### src/rtl/bst_pkg.sv
// Constants and types shared by the boundary-scan test port files.
package bst_pkg;
  localparam int IR_W = 5;
  localparam int NUM_IO = 8;
  localparam int CELLS_PER_IO = 3;
  localparam int BSR_W = NUM_IO * CELLS_PER_IO;
  localparam int ID_W = 32;
  localparam int CELL_IN = 0;
  localparam int CELL_OUT = 1;
  localparam int CELL_OE = 2;

  // Instruction codes.
  localparam logic [IR_W-1:0] INS_EXTEST = 5'h00;
  localparam logic [IR_W-1:0] INS_SAMPLE = 5'h01;
  localparam logic [IR_W-1:0] INS_USER_CHAIN_ONE = 5'h02;
  localparam logic [IR_W-1:0] INS_USER_CHAIN_TWO = 5'h03;
  localparam logic [IR_W-1:0] INS_CFG_READ = 5'h04;
  localparam logic [IR_W-1:0] INS_CFG_WRITE = 5'h05;
  localparam logic [IR_W-1:0] INS_DESIGN_CODE_SHIFT = 5'h08;
  localparam logic [IR_W-1:0] INS_IDENT = 5'h09;
  localparam logic [IR_W-1:0] INS_OUTPUTS_FLOAT_BYPASS = 5'h0a;
  localparam logic [IR_W-1:0] INS_CFG_BUS_RESET = 5'h0b;
  localparam logic [IR_W-1:0] INS_STARTUP_STEP = 5'h0c;
  localparam logic [IR_W-1:0] INS_BYPASS = 5'h1f;

  // Fixed pattern loaded into the instruction register on Capture-IR.
  localparam logic [IR_W-1:0] IR_CAPTURE_VAL = 5'h01;
  // Identification value; arbitrary neutral value.
  localparam logic [ID_W-1:0] IDENT_VAL = 32'h0000_0a5b;

  typedef enum logic [3:0] {
    ST_TLR = 4'h0,
    ST_RTI = 4'h1,
    ST_SEL_DR = 4'h2,
    ST_CAP_DR = 4'h3,
    ST_SH_DR = 4'h4,
    ST_EX1_DR = 4'h5,
    ST_PA_DR = 4'h6,
    ST_EX2_DR = 4'h7,
    ST_UPD_DR = 4'h8,
    ST_SEL_IR = 4'h9,
    ST_CAP_IR = 4'ha,
    ST_SH_IR = 4'hb,
    ST_EX1_IR = 4'hc,
    ST_PA_IR = 4'hd,
    ST_EX2_IR = 4'he,
    ST_UPD_IR = 4'hf
  } bst_state_type;
endpackage

### src/rtl/bst_shift_reg.sv
// Capture-and-shift scan register, shifting from the top toward bit zero.
module bst_shift_reg #(
  parameter int WIDTH = 1
) (
  input wire logic i_mclk,
  input wire logic i_rst_n,
  input wire logic i_capture,
  input wire logic i_shift,
  input wire logic [WIDTH-1:0] i_cap_val,
  input wire logic i_sdi,
  output logic [WIDTH-1:0] o_q
);
  logic [WIDTH-1:0] q_r;
  logic [WIDTH-1:0] q_nxt;
  logic [WIDTH:0] shifted;

  assign shifted = {i_sdi, q_r};
  assign q_nxt = i_capture ? i_cap_val :
                 i_shift ? shifted[WIDTH:1] : q_r;
  assign o_q = q_r;

  always_ff @(posedge i_mclk or negedge i_rst_n) begin
    if (!i_rst_n) begin
      q_r <= '0;
    end else begin
      q_r <= q_nxt;
    end
  end
endmodule

### src/rtl/bst_tap.sv
// Boundary-scan test access port with instruction decode and scan chains.
module bst_tap (
  input wire logic i_mclk,
  input wire logic i_rst_n,
  input wire logic i_tck,
  input wire logic i_tms,
  input wire logic i_tdi,
  output logic o_tdo,
  output logic o_tdo_oe,
  input wire logic [bst_pkg::NUM_IO-1:0] i_pad_in,
  output logic [bst_pkg::NUM_IO-1:0] o_pad_out,
  output logic [bst_pkg::NUM_IO-1:0] o_pad_oe,
  input wire logic [bst_pkg::NUM_IO-1:0] i_core_out,
  input wire logic [bst_pkg::NUM_IO-1:0] i_core_oe,
  output logic [bst_pkg::NUM_IO-1:0] o_core_in,
  input wire logic i_cfg_done,
  input wire logic [bst_pkg::ID_W-1:0] i_design_code,
  input wire logic i_cfg_tdo,
  input wire logic i_startup_clock_source,
  input wire logic i_user_tdo_one,
  input wire logic i_user_tdo_two,
  output logic o_user_chain_one,
  output logic o_user_chain_two,
  output logic o_user_reset,
  output logic o_user_update,
  output logic o_user_shift,
  output logic o_scan_step,
  output logic o_scan_tdi,
  output logic o_cfg_read_sel,
  output logic o_cfg_write_sel,
  output logic o_cfg_bus_reset,
  output logic o_startup_step
);
  localparam int NIO = bst_pkg::NUM_IO;
  localparam int CW = bst_pkg::CELLS_PER_IO;

  // Pin synchronisers; first stages are read only by the second.
  logic tck_s1_r, tck_s2_r, tck_d_r;
  logic tms_s1_r, tms_s2_r;
  logic tdi_s1_r, tdi_s2_r;
  logic [NIO-1:0] pad_s1_r, pad_s2_r;

  always_ff @(posedge i_mclk or negedge i_rst_n) begin
    if (!i_rst_n) begin
      tck_s1_r <= 1'b0;
      tck_s2_r <= 1'b0;
      tck_d_r <= 1'b0;
      tms_s1_r <= 1'b1;
      tms_s2_r <= 1'b1;
      tdi_s1_r <= 1'b0;
      tdi_s2_r <= 1'b0;
      pad_s1_r <= '0;
      pad_s2_r <= '0;
    end else begin
      tck_s1_r <= i_tck;
      tck_s2_r <= tck_s1_r;
      tck_d_r <= tck_s2_r;
      tms_s1_r <= i_tms;
      tms_s2_r <= tms_s1_r;
      tdi_s1_r <= i_tdi;
      tdi_s2_r <= tdi_s1_r;
      pad_s1_r <= i_pad_in;
      pad_s2_r <= pad_s1_r;
    end
  end

  wire tck_rise = tck_s2_r & ~tck_d_r;
  wire tck_fall = ~tck_s2_r & tck_d_r;

  // Port state machine, advanced on each test clock rising edge.
  bst_pkg::bst_state_type state_r, state_nxt, st_step;

  always_comb begin
    unique case (state_r)
      bst_pkg::ST_TLR: st_step = tms_s2_r ? bst_pkg::ST_TLR : bst_pkg::ST_RTI;
      bst_pkg::ST_RTI: st_step = tms_s2_r ? bst_pkg::ST_SEL_DR : bst_pkg::ST_RTI;
      bst_pkg::ST_SEL_DR: st_step = tms_s2_r ? bst_pkg::ST_SEL_IR : bst_pkg::ST_CAP_DR;
      bst_pkg::ST_CAP_DR: st_step = tms_s2_r ? bst_pkg::ST_EX1_DR : bst_pkg::ST_SH_DR;
      bst_pkg::ST_SH_DR: st_step = tms_s2_r ? bst_pkg::ST_EX1_DR : bst_pkg::ST_SH_DR;
      bst_pkg::ST_EX1_DR: st_step = tms_s2_r ? bst_pkg::ST_UPD_DR : bst_pkg::ST_PA_DR;
      bst_pkg::ST_PA_DR: st_step = tms_s2_r ? bst_pkg::ST_EX2_DR : bst_pkg::ST_PA_DR;
      bst_pkg::ST_EX2_DR: st_step = tms_s2_r ? bst_pkg::ST_UPD_DR : bst_pkg::ST_SH_DR;
      bst_pkg::ST_UPD_DR: st_step = tms_s2_r ? bst_pkg::ST_SEL_DR : bst_pkg::ST_RTI;
      bst_pkg::ST_SEL_IR: st_step = tms_s2_r ? bst_pkg::ST_TLR : bst_pkg::ST_CAP_IR;
      bst_pkg::ST_CAP_IR: st_step = tms_s2_r ? bst_pkg::ST_EX1_IR : bst_pkg::ST_SH_IR;
      bst_pkg::ST_SH_IR: st_step = tms_s2_r ? bst_pkg::ST_EX1_IR : bst_pkg::ST_SH_IR;
      bst_pkg::ST_EX1_IR: st_step = tms_s2_r ? bst_pkg::ST_UPD_IR : bst_pkg::ST_PA_IR;
      bst_pkg::ST_PA_IR: st_step = tms_s2_r ? bst_pkg::ST_EX2_IR : bst_pkg::ST_PA_IR;
      bst_pkg::ST_EX2_IR: st_step = tms_s2_r ? bst_pkg::ST_UPD_IR : bst_pkg::ST_SH_IR;
      bst_pkg::ST_UPD_IR: st_step = tms_s2_r ? bst_pkg::ST_SEL_DR : bst_pkg::ST_RTI;
    endcase
  end

  assign state_nxt = tck_rise ? st_step : state_r;

  wire in_cap_dr = (state_r == bst_pkg::ST_CAP_DR);
  wire in_sh_dr = (state_r == bst_pkg::ST_SH_DR);
  wire in_cap_ir = (state_r == bst_pkg::ST_CAP_IR);
  wire in_sh_ir = (state_r == bst_pkg::ST_SH_IR);
  wire cap_dr = tck_rise & in_cap_dr;
  wire sh_dr = tck_rise & in_sh_dr;
  wire upd_dr = tck_fall & (state_r == bst_pkg::ST_UPD_DR);
  wire upd_ir = tck_fall & (state_r == bst_pkg::ST_UPD_IR);
  wire in_tlr = (state_r == bst_pkg::ST_TLR);

  // Instruction register: shift stage and active stage.
  logic [bst_pkg::IR_W-1:0] ir_q;
  logic [bst_pkg::IR_W-1:0] ins_r, ins_nxt;

  bst_shift_reg #(.WIDTH(bst_pkg::IR_W)) u_ir (
    .i_mclk(i_mclk),
    .i_rst_n(i_rst_n),
    .i_capture(tck_rise & in_cap_ir),
    .i_shift(tck_rise & in_sh_ir),
    .i_cap_val(bst_pkg::IR_CAPTURE_VAL),
    .i_sdi(tdi_s2_r),
    .o_q(ir_q)
  );

  assign ins_nxt = in_tlr ? bst_pkg::INS_IDENT :
                   upd_ir ? ir_q : ins_r;

  // Instruction decode; user instructions need a loaded configuration.
  wire d_extest = (ins_r == bst_pkg::INS_EXTEST);
  wire d_sample = (ins_r == bst_pkg::INS_SAMPLE);
  wire d_user1 = (ins_r == bst_pkg::INS_USER_CHAIN_ONE) & i_cfg_done;
  wire d_user2 = (ins_r == bst_pkg::INS_USER_CHAIN_TWO) & i_cfg_done;
  wire d_cfg_rd = (ins_r == bst_pkg::INS_CFG_READ);
  wire d_cfg_wr = (ins_r == bst_pkg::INS_CFG_WRITE);
  wire d_dcode = (ins_r == bst_pkg::INS_DESIGN_CODE_SHIFT) & i_cfg_done;
  wire d_ident = (ins_r == bst_pkg::INS_IDENT);
  wire d_float = (ins_r == bst_pkg::INS_OUTPUTS_FLOAT_BYPASS);
  wire d_busrst = (ins_r == bst_pkg::INS_CFG_BUS_RESET);
  wire d_start = (ins_r == bst_pkg::INS_STARTUP_STEP);
  wire d_bsr = d_extest | d_sample;
  wire d_cfg_any = d_cfg_rd | d_cfg_wr;
  wire d_other = d_bsr | d_user1 | d_user2 | d_cfg_any | d_dcode | d_ident;
  wire d_bypass = ~d_other;

  // Boundary chain: input, output and enable cell for each I/O.
  logic [bst_pkg::BSR_W-1:0] bsr_cap, bsr_q;
  logic [bst_pkg::BSR_W-1:0] bsr_upd_r, bsr_upd_nxt;

  for (genvar g = 0; g < NIO; g++) begin : g_cell
    assign bsr_cap[g*CW+bst_pkg::CELL_IN] = pad_s2_r[g];
    assign bsr_cap[g*CW+bst_pkg::CELL_OUT] = i_core_out[g];
    assign bsr_cap[g*CW+bst_pkg::CELL_OE] = i_core_oe[g];
  end

  bst_shift_reg #(.WIDTH(bst_pkg::BSR_W)) u_bsr (
    .i_mclk(i_mclk),
    .i_rst_n(i_rst_n),
    .i_capture(cap_dr & d_bsr),
    .i_shift(sh_dr & d_bsr),
    .i_cap_val(bsr_cap),
    .i_sdi(tdi_s2_r),
    .o_q(bsr_q)
  );

  assign bsr_upd_nxt = (upd_dr & d_bsr) ? bsr_q : bsr_upd_r;

  // Identification and design code registers.
  logic [bst_pkg::ID_W-1:0] id_q, dc_q;

  bst_shift_reg #(.WIDTH(bst_pkg::ID_W)) u_id (
    .i_mclk(i_mclk),
    .i_rst_n(i_rst_n),
    .i_capture(cap_dr & d_ident),
    .i_shift(sh_dr & d_ident),
    .i_cap_val(bst_pkg::IDENT_VAL),
    .i_sdi(tdi_s2_r),
    .o_q(id_q)
  );

  bst_shift_reg #(.WIDTH(bst_pkg::ID_W)) u_dc (
    .i_mclk(i_mclk),
    .i_rst_n(i_rst_n),
    .i_capture(cap_dr & d_dcode),
    .i_shift(sh_dr & d_dcode),
    .i_cap_val(i_design_code),
    .i_sdi(tdi_s2_r),
    .o_q(dc_q)
  );

  logic byp_q;

  bst_shift_reg #(.WIDTH(1)) u_byp (
    .i_mclk(i_mclk),
    .i_rst_n(i_rst_n),
    .i_capture(cap_dr & d_bypass),
    .i_shift(sh_dr & d_bypass),
    .i_cap_val(1'b0),
    .i_sdi(tdi_s2_r),
    .o_q(byp_q)
  );

  // Data path selection toward test data out.
  wire dr_out = d_bsr ? bsr_q[0] :
                d_user1 ? i_user_tdo_one :
                d_user2 ? i_user_tdo_two :
                d_cfg_any ? i_cfg_tdo :
                d_dcode ? dc_q[0] :
                d_ident ? id_q[0] : byp_q;
  wire tdo_sel = in_sh_ir ? ir_q[0] : dr_out;
  wire tdo_en = in_sh_ir | in_sh_dr;

  // Test data out changes on the falling test clock edge.
  wire tdo_nxt = tck_fall ? tdo_sel : o_tdo;
  wire tdo_oe_nxt = tck_fall ? tdo_en : o_tdo_oe;

  // Pad drive: test values under external test, floated, or core values.
  wire [NIO-1:0] upd_out, upd_oe;
  for (genvar g = 0; g < NIO; g++) begin : g_pad
    assign upd_out[g] = bsr_upd_r[g*CW+bst_pkg::CELL_OUT];
    assign upd_oe[g] = bsr_upd_r[g*CW+bst_pkg::CELL_OE];
  end
  wire [NIO-1:0] pad_out_nxt = d_extest ? upd_out : i_core_out;
  wire [NIO-1:0] pad_oe_nxt = d_float ? '0 :
                              d_extest ? upd_oe : i_core_oe;

  always_ff @(posedge i_mclk or negedge i_rst_n) begin
    if (!i_rst_n) begin
      state_r <= bst_pkg::ST_TLR;
      ins_r <= bst_pkg::INS_IDENT;
      bsr_upd_r <= '0;
      o_tdo <= 1'b0;
      o_tdo_oe <= 1'b0;
      o_pad_out <= '0;
      o_pad_oe <= '0;
      o_core_in <= '0;
      o_user_chain_one <= 1'b0;
      o_user_chain_two <= 1'b0;
      o_user_reset <= 1'b1;
      o_user_update <= 1'b0;
      o_user_shift <= 1'b0;
      o_scan_step <= 1'b0;
      o_scan_tdi <= 1'b0;
      o_cfg_read_sel <= 1'b0;
      o_cfg_write_sel <= 1'b0;
      o_cfg_bus_reset <= 1'b0;
      o_startup_step <= 1'b0;
    end else begin
      state_r <= state_nxt;
      ins_r <= ins_nxt;
      bsr_upd_r <= bsr_upd_nxt;
      o_tdo <= tdo_nxt;
      o_tdo_oe <= tdo_oe_nxt;
      o_pad_out <= pad_out_nxt;
      o_pad_oe <= pad_oe_nxt;
      o_core_in <= pad_s2_r;
      o_user_chain_one <= d_user1;
      o_user_chain_two <= d_user2;
      o_user_reset <= in_tlr;
      o_user_update <= (state_r == bst_pkg::ST_UPD_DR);
      o_user_shift <= in_sh_dr;
      o_scan_step <= sh_dr;
      o_scan_tdi <= tdi_s2_r;
      o_cfg_read_sel <= d_cfg_rd;
      o_cfg_write_sel <= d_cfg_wr;
      o_cfg_bus_reset <= d_busrst;
      o_startup_step <= tck_rise & d_start & i_startup_clock_source & 
                        (state_r == bst_pkg::ST_RTI);
    end
  end
endmodule

### config.mk
export PLATFORM = sky130hd
export DESIGN_NAME = bst_tap
export DESIGN_NICKNAME = d
export VERILOG_FILES = /design/src/rtl/bst_pkg.sv /design/src/rtl/bst_shift_reg.sv /design/src/rtl/bst_tap.sv
export SDC_FILE = /design/constraint.sdc
export NUM_CORES = 1
export LEC_CHECK = 0
export ABC_AREA = 1
export BUFFER_PORTS_ARGS = -buffer_cell sky130_fd_sc_hd__buf_2
export CORE_MARGIN = 10
export CORE_UTILIZATION = 62
export CTS_CLUSTER_SIZE = 10
export DETAILED_ROUTE_END_ITERATION = 10
export GPL_ROUTABILITY_DRIVEN = 0
export MAX_ROUTING_LAYER = met4
export PLACE_DENSITY_LB_ADDON = 0.3
export SYNTH_ARGS = -nofsm -noshare
export SYNTH_HDL_FRONTEND = slang
export SYNTH_HIERARCHICAL = 1
export SYNTH_SLANG_ARGS = --single-unit
### constraint.sdc
create_clock -name i_mclk -period 3.3 [get_ports i_mclk]
set_input_delay 0.33 -clock i_mclk [delete_from_list [all_inputs] [get_ports i_mclk]]
set_output_delay 0.33 -clock i_mclk [all_outputs]
set_load 0.03 [all_outputs]
==> Word level (Yosys, flattened, before mapping) <==
Cells that the tools add are included.
{ "totals": {"register_bits": 187, "in_bits": 66, "output_inout_bits": 37, "wordCells": 138} }
{ "op_classes": {"eq_ne": 25, "n_mux": 35, "n_bitwise": 34, "reduce_logical": 11} }
{ "op_table": {"columns": ["operator", "n"], "rows": [
  ["32-bit 2-to-1 mux", 4],
  ["24-bit 2-to-1 mux", 2],
  ["4-bit one-hot mux with 12 select lines", 1],
  ["4-bit == test, second input constant", 8],
  ["5-bit by 4-bit == test with 1-bit output, second input constant", 5],
  ["8-bit 2-to-1 mux", 3],
  ["1-bit AND", 23],
  ["5-bit 2-to-1 mux", 4],
  ["4-bit by 3-bit == test with 1-bit output, second input constant", 4],
  ["4-bit 2-to-1 mux", 4],
  ["1-bit 2-to-1 mux", 12],
  ["2-bit nonzero test", 6],
  ["5-bit by 2-bit == test with 1-bit output, second input constant", 2],
  ["5-bit by 3-bit == test with 1-bit output, second input constant", 2],
  ["4-bit by 2-bit == test with 1-bit output, second input constant", 2],
  ["1-bit bitwise OR", 8],
  ["2-bit 2-to-1 mux", 3],
  ["3-bit 2-to-1 mux", 2],
  ["5-bit by 1-bit == test with 1-bit output, second input constant", 1],
  ["5-bit logical NOT", 1],
  ["4-bit by 1-bit == test with 1-bit output, second input constant", 1],
  ["4-bit logical NOT", 1],
  ["2-bit OR reduction", 2],
  ["1-bit inverter", 3],
  ["3-bit OR reduction", 1]
]} }

==> Logic depth before layout (Yosys ltp) <==
{ "depth": {"depth_word": 11, "ltp_mapped": 12, "mapped_depth_nobuf": 12} }

==> Modules after synthesis <==
Netlist, hierarchy kept.
{ "by_module_without_submodules": {"columns": ["module", "n_inst", "cells_per_inst", "area_each_um2", "seq_area_each_um2"], "rows": [
  ["bst_tap", 1, 312, 3301.9, 2133.3],
  ["bst_shift_reg (u_dc ...)", 2, 176, 1511.4, 800.8],
  ["bst_shift_reg (u_bsr)", 1, 132, 1133.6, 600.6],
  ["bst_shift_reg (u_ir)", 1, 27, 222.7, 125.1],
  ["bst_shift_reg (u_byp)", 1, 10, 60.1, 25.0]
]} }

==> Least setup slack after synthesis <==
OpenSTA, ideal clock, no wires.
{ "synth_path": {"kind": "register to register", "start": "register tck_d_r", "end": "register u_bsr.q_r[1] (netlist: u_bsr/o_q[1])", "setup_time_ps": 124, "arrival_ps": 1615, "required_ps": 3176, "path_slack_ps": 1561, "path_stages_with_launch": 12, "path_buffers": 3, "synth_period_minus_slack_ps": 1739, "cell_sequence": "dfrtp_1 inv_1 nand2_1 inv_1 clkbuf_1 nand4_1 nor2_1 buf_6 inv_2 buf_6 nand3_1 nand3_1"} }
{ "synth_between": {"elab_chain_cells": 5, "word_cells_on_any_way": 8, "cone_classes": "1 x mux; 6 x bitwise; 1 x reduce/logical"} }
{ "synth_lines": {"columns": ["item", "line", "text"], "rows": [
  ["start, declared", "bst_tap.sv:38", "logic tck_s1_r, tck_s2_r, tck_d_r;"],
  ["start signal, assigned", "bst_tap.sv:57", "tck_d_r <= tck_s2_r;"],
  ["1-bit inverter *", "bst_tap.sv:67", "wire tck_rise = tck_s2_r & ~tck_d_r;"],
  ["1-bit AND *", "bst_tap.sv:67", null],
  ["1-bit AND, on equally long branches", "bst_tap.sv:100, bst_tap.sv:101", null],
  ["1-bit AND, on equally long branches", "bst_tap.sv:153, bst_tap.sv:154", null],
  ["24-bit 2-to-1 mux or 2-bit nonzero test (tied branches)", null, null],
  ["end signal, assigned", "bst_shift_reg.sv:26", "q_r <= q_nxt;"],
  ["end, declared", "bst_shift_reg.sv:13", "logic [WIDTH-1:0] q_r;"]
]} }
Every way passes the cells marked *; elsewhere a longest branch is shown, timed or not.
A chain may end at the register's enable or synchronous reset.

==> Final worst setup path <==
{ "layout_path": {"start": "register state_r[0]", "end": "register u_bsr.q_r[2] (netlist: u_bsr/o_q[2])"} }
{ "layout_between": {"elab_chain_cells": 4, "word_cells_on_any_way": 8, "cone_classes": "2 x eq/ne; 1 x mux; 4 x bitwise; 1 x reduce/logical"} }
{ "layout_lines": {"columns": ["item", "line", "text"], "rows": [
  ["start, declared", "bst_tap.sv:71", "bst_pkg::bst_state_type state_r, state_nxt, st_step;"],
  ["start signal, assigned", "bst_tap.sv:223", "state_r <= bst_pkg::ST_TLR;"],
  ["start signal, assigned", "bst_tap.sv:243", "state_r <= state_nxt;"],
  ["4-bit by 3-bit == test with 1-bit output", "bst_tap.sv:97", "wire in_sh_dr = (state_r == bst_pkg::ST_SH_DR);"],
  ["named net in_sh_dr", "bst_tap.sv:97", null],
  ["1-bit AND", "bst_tap.sv:101", "wire sh_dr = tck_rise & in_sh_dr;"],
  ["named net sh_dr", "bst_tap.sv:101", null],
  ["1-bit AND", "bst_tap.sv:154", ".i_shift(sh_dr & d_bsr),"],
  ["2-bit nonzero test (no source line)", null, null]
]} }
The timed path passes the listed nets, and every way through them passes these cells.

==> qor.yml <==
run_status:
  status: "completed"
timing:
  slew_headroom_pct: 44.1
  worst_pin_slew_ns: 0.838
  drv_slew: 0
  clock_skew_ns: 0.00685
  hold_viol_final: 0
  grt_setup_unrepaired: "false"
  setup_tns_ns: 0
  setup_viol: 0
  fmax_ghz: 0.435
  worst_slack_ns: 0.999
  min_period_ns: 2.30
  period_share_pct: 69.7
clock_tree:
  cts-root-buf: "clkbuf_16"
  cts_setup_buffers: 0
  cts_tree: "built"
  clk_path_buf_depth: 2
  cts_buffers: 17
  clk_latency_ns: 0.43
  cts_num_sinks: 179
  h-tree-depth: 4
  clk_pin_slew_worst_paths_ns: 0.06
setup_path:
  r2r_slack_ns: 1.0
  reg2regPathDepth: 10
  r2r-end: "u_bsr/o_q[2]"
  crit_arrival_ns: 2.67
  cp.required_ns: 3.67
  path_class: "flip-flop to flip-flop"
  startpoint_type: "flip-flop"
  r2r-start: "state_r[0]"
  endpoint_kind: "flip-flop"
  crit_path_end: "u_bsr/o_q[2]"
  worst-path-max-fanout: 14
  cp-startpoint: "state_r[0]"
grt:
  gr-total-overflow: 0
  grt_first_pass_wirelength_mm: 29.5
  grt_antenna_before_repair: 0
  grt_pass1_vias: 6095
  grt_max_degree: 92
  groute.usage.overall_pct: 21.2
route:
  met2_length_mm: 8.77
  ant_nets: 0
  drt_iter0_drc: 638
  dr.pass1.iters: 6
  avgRoutedWirePerCell_um: 15.3
  drc: 0
  top_layer_used: "met4"
  dr_total_vias: 6145
  met3_length_um: 974
  wl_met1_mm: 7.46
  viasPerCell: 5.35
  drt-total-wl_mm: 17.6
layout:
  final_nets: 1033
  final_util_pct: 75.0
  final_layout_size_suffix_gt1_share_pct: 19.3
  fin_area_mm2: 0.00908
  syn2layout_area_growth_pct: 17.3
  diodes: 0
pwr:
  powerDensity_mw_per_mm2: 627
  power_mw: 5.69
  max-vdd-ir-drop_mv: 0.463
  p_leak_nw: 4.54
min_path:
  min_path_type: "input port to flip-flop"
  min_delay_path_depth: 1
floorplanning:
  ios: 103
  dieArea_mm2: 0.0174
  row_count: 40
  core_area_mm2: 0.0121
  die_w_um: 132
  start_util_pct: 63.9
  die_h_um: 132
synthesis:
  synth-seq-area-share_pct: 57.9
  synthDistinctLibCells: 31
  ys_warn_count: 6
  yosysTopAreaCell: "dfrtp_1"
  synthTopCellsByArea: "dfrtp_1 (56%), nand3_1 (13%), nand2_1 (12%)"
  syn_area_per_cell_um2: 9.29
  syn_area_mm2: 0.00774
  synth.top_cell.area_share_pct: 56.2
  syn_inst: 833
  ys_ff_latch: 179
place:
  hpwl_mm: 11.5
  dp_slack_ns: 1.05
  place_area_mm2: 0.00835
  numPortBuffers: 102
job:
  maxCapViolCount: 0
[cell usage in the layout, fill, tap and decap left out, types with 6 or more instances in the layout]
master and instances:
inv_2 6, dfrtp_1 174, a21oi_1 8, buf_4 10, nor2_2 10, nand2_1 246, buf_2 101, dlygate4sd3_1 8
inv_1 39, mux2_4 10, conb_1 38, nor3_1 6, nor2_1 44, mux2_2 6, o21ai_0 16, nand3_1 198
clkbuf_16 17
[sequential cells by signal (all words and copies together), names as in the netlist, 4 cells and up]
name       count
u_ir/o_q       5
o_pad_out      8
u_bsr/o_q     24
state_r        4
ins_r          5
pad_s2_r       8
u_id/o_q      32
o_pad_oe       8
o_core_in      8
bsr_upd_r     16
pad_s1_r       8
u_dc/o_q      32
[where the power goes]
group	switching, mW	internal [mW]	leakage [nW]
Sequential	0.166	2.49	2.19
Clock	0.834	1.35	0.312
Combinational	0.558	0.289	2.04
[kinds of logic after synthesis]
| group | after synthesis | synth area share (%) |
|---|---|---|
| other | 2 | 0.0970 |
| and+or+nand+nor | 516 | 29.8 |
| DFF | 179 | 57.9 |
| buffers and inverters | 87 | 6.92 |
| muxes | 16 | 2.81 |
| AOI/OAI and AO/OA | 33 | 2.46 |
[metal layers]
metal  global-route usage, %  vias up
met3                    5.30       33
met4                    7.85        0
met1                    26.2     2917
met2                    33.1      235
li1                        -     2960
met5                       -        -
[worst min path at each step]
stage / from / slack (ns) / end
after floorplan: i_rst_n / 0.03 / bsr_upd_r[10]
after global placement: pad_s1_r[4] / 0.33 / pad_s2_r[4]
after detailed placement: pad_s1_r[5] / 0.33 / pad_s2_r[5]
after CTS: i_pad_in[4] / 0.004 / pad_s1_r[4]
after global routing: i_pad_in[5] / 0.002 / pad_s1_r[5]
final: i_pad_in[5] / 0.02 / pad_s1_r[5]
[final cells by class]
type / count / area (um^2)
clock inverter: 11 / 174
tap: 168 / 210
clock buffer: 21 / 480
fill: 901 / 3030
timing repair buffer: 121 / 692
multi-input combinational: 603 / 2870
inverter: 45 / 169
sequential: 179 / 4490
[cells in the mapped netlist (all sizes together)]
cell type / number
a32o: 1
conb: 2
o31ai: 1
o22ai: 2
nand4: 4
a21oi: 8
nand3: 199
nor3: 8
inv: 45
buf: 41
nand2: 247
o221ai: 2
o2111ai: 1
mux2: 16
nor4: 1
o211ai: 1
clkbuf: 1
dfrtp: 174
o21ai: 16
a31oi: 1
dfstp: 5
nor2: 57
[critical path: stages, from the launching register on]
cell,delay [ns]
dfrtp_1,0.43
inv_1,0.14
nand2_2,0.10
nor2_1,0.12
inv_1,0.07
nor2_1,0.13
inv_1,0.14
nor2_2,0.56
buf_4,0.32
nand3_1,0.10
nand3_1,0.11
[what timing repair did]
| action | in CTS | in global routing |
|---|---|---|
| endpoints found under the hold margin | 11 | 0 |
| hold buffers | 8 | 0 |
| endpoints found under the setup margin | 0 | 0 |
| resized for setup | 0 | 0 |
[metrics by stage]
step | hold WS (ns) | instances
2_1_floorplan | 0.0344 | 869
3_3_place_gp | 0.332 | 1108
3_5_place_dp | 0.335 | 1108
4_1_cts | 0.00382 | 1148
5_1_grt | 0.00214 | 1148
6_report | 0.0158 | 1148
Note: power is estimated with default switching activity, not from simulation.
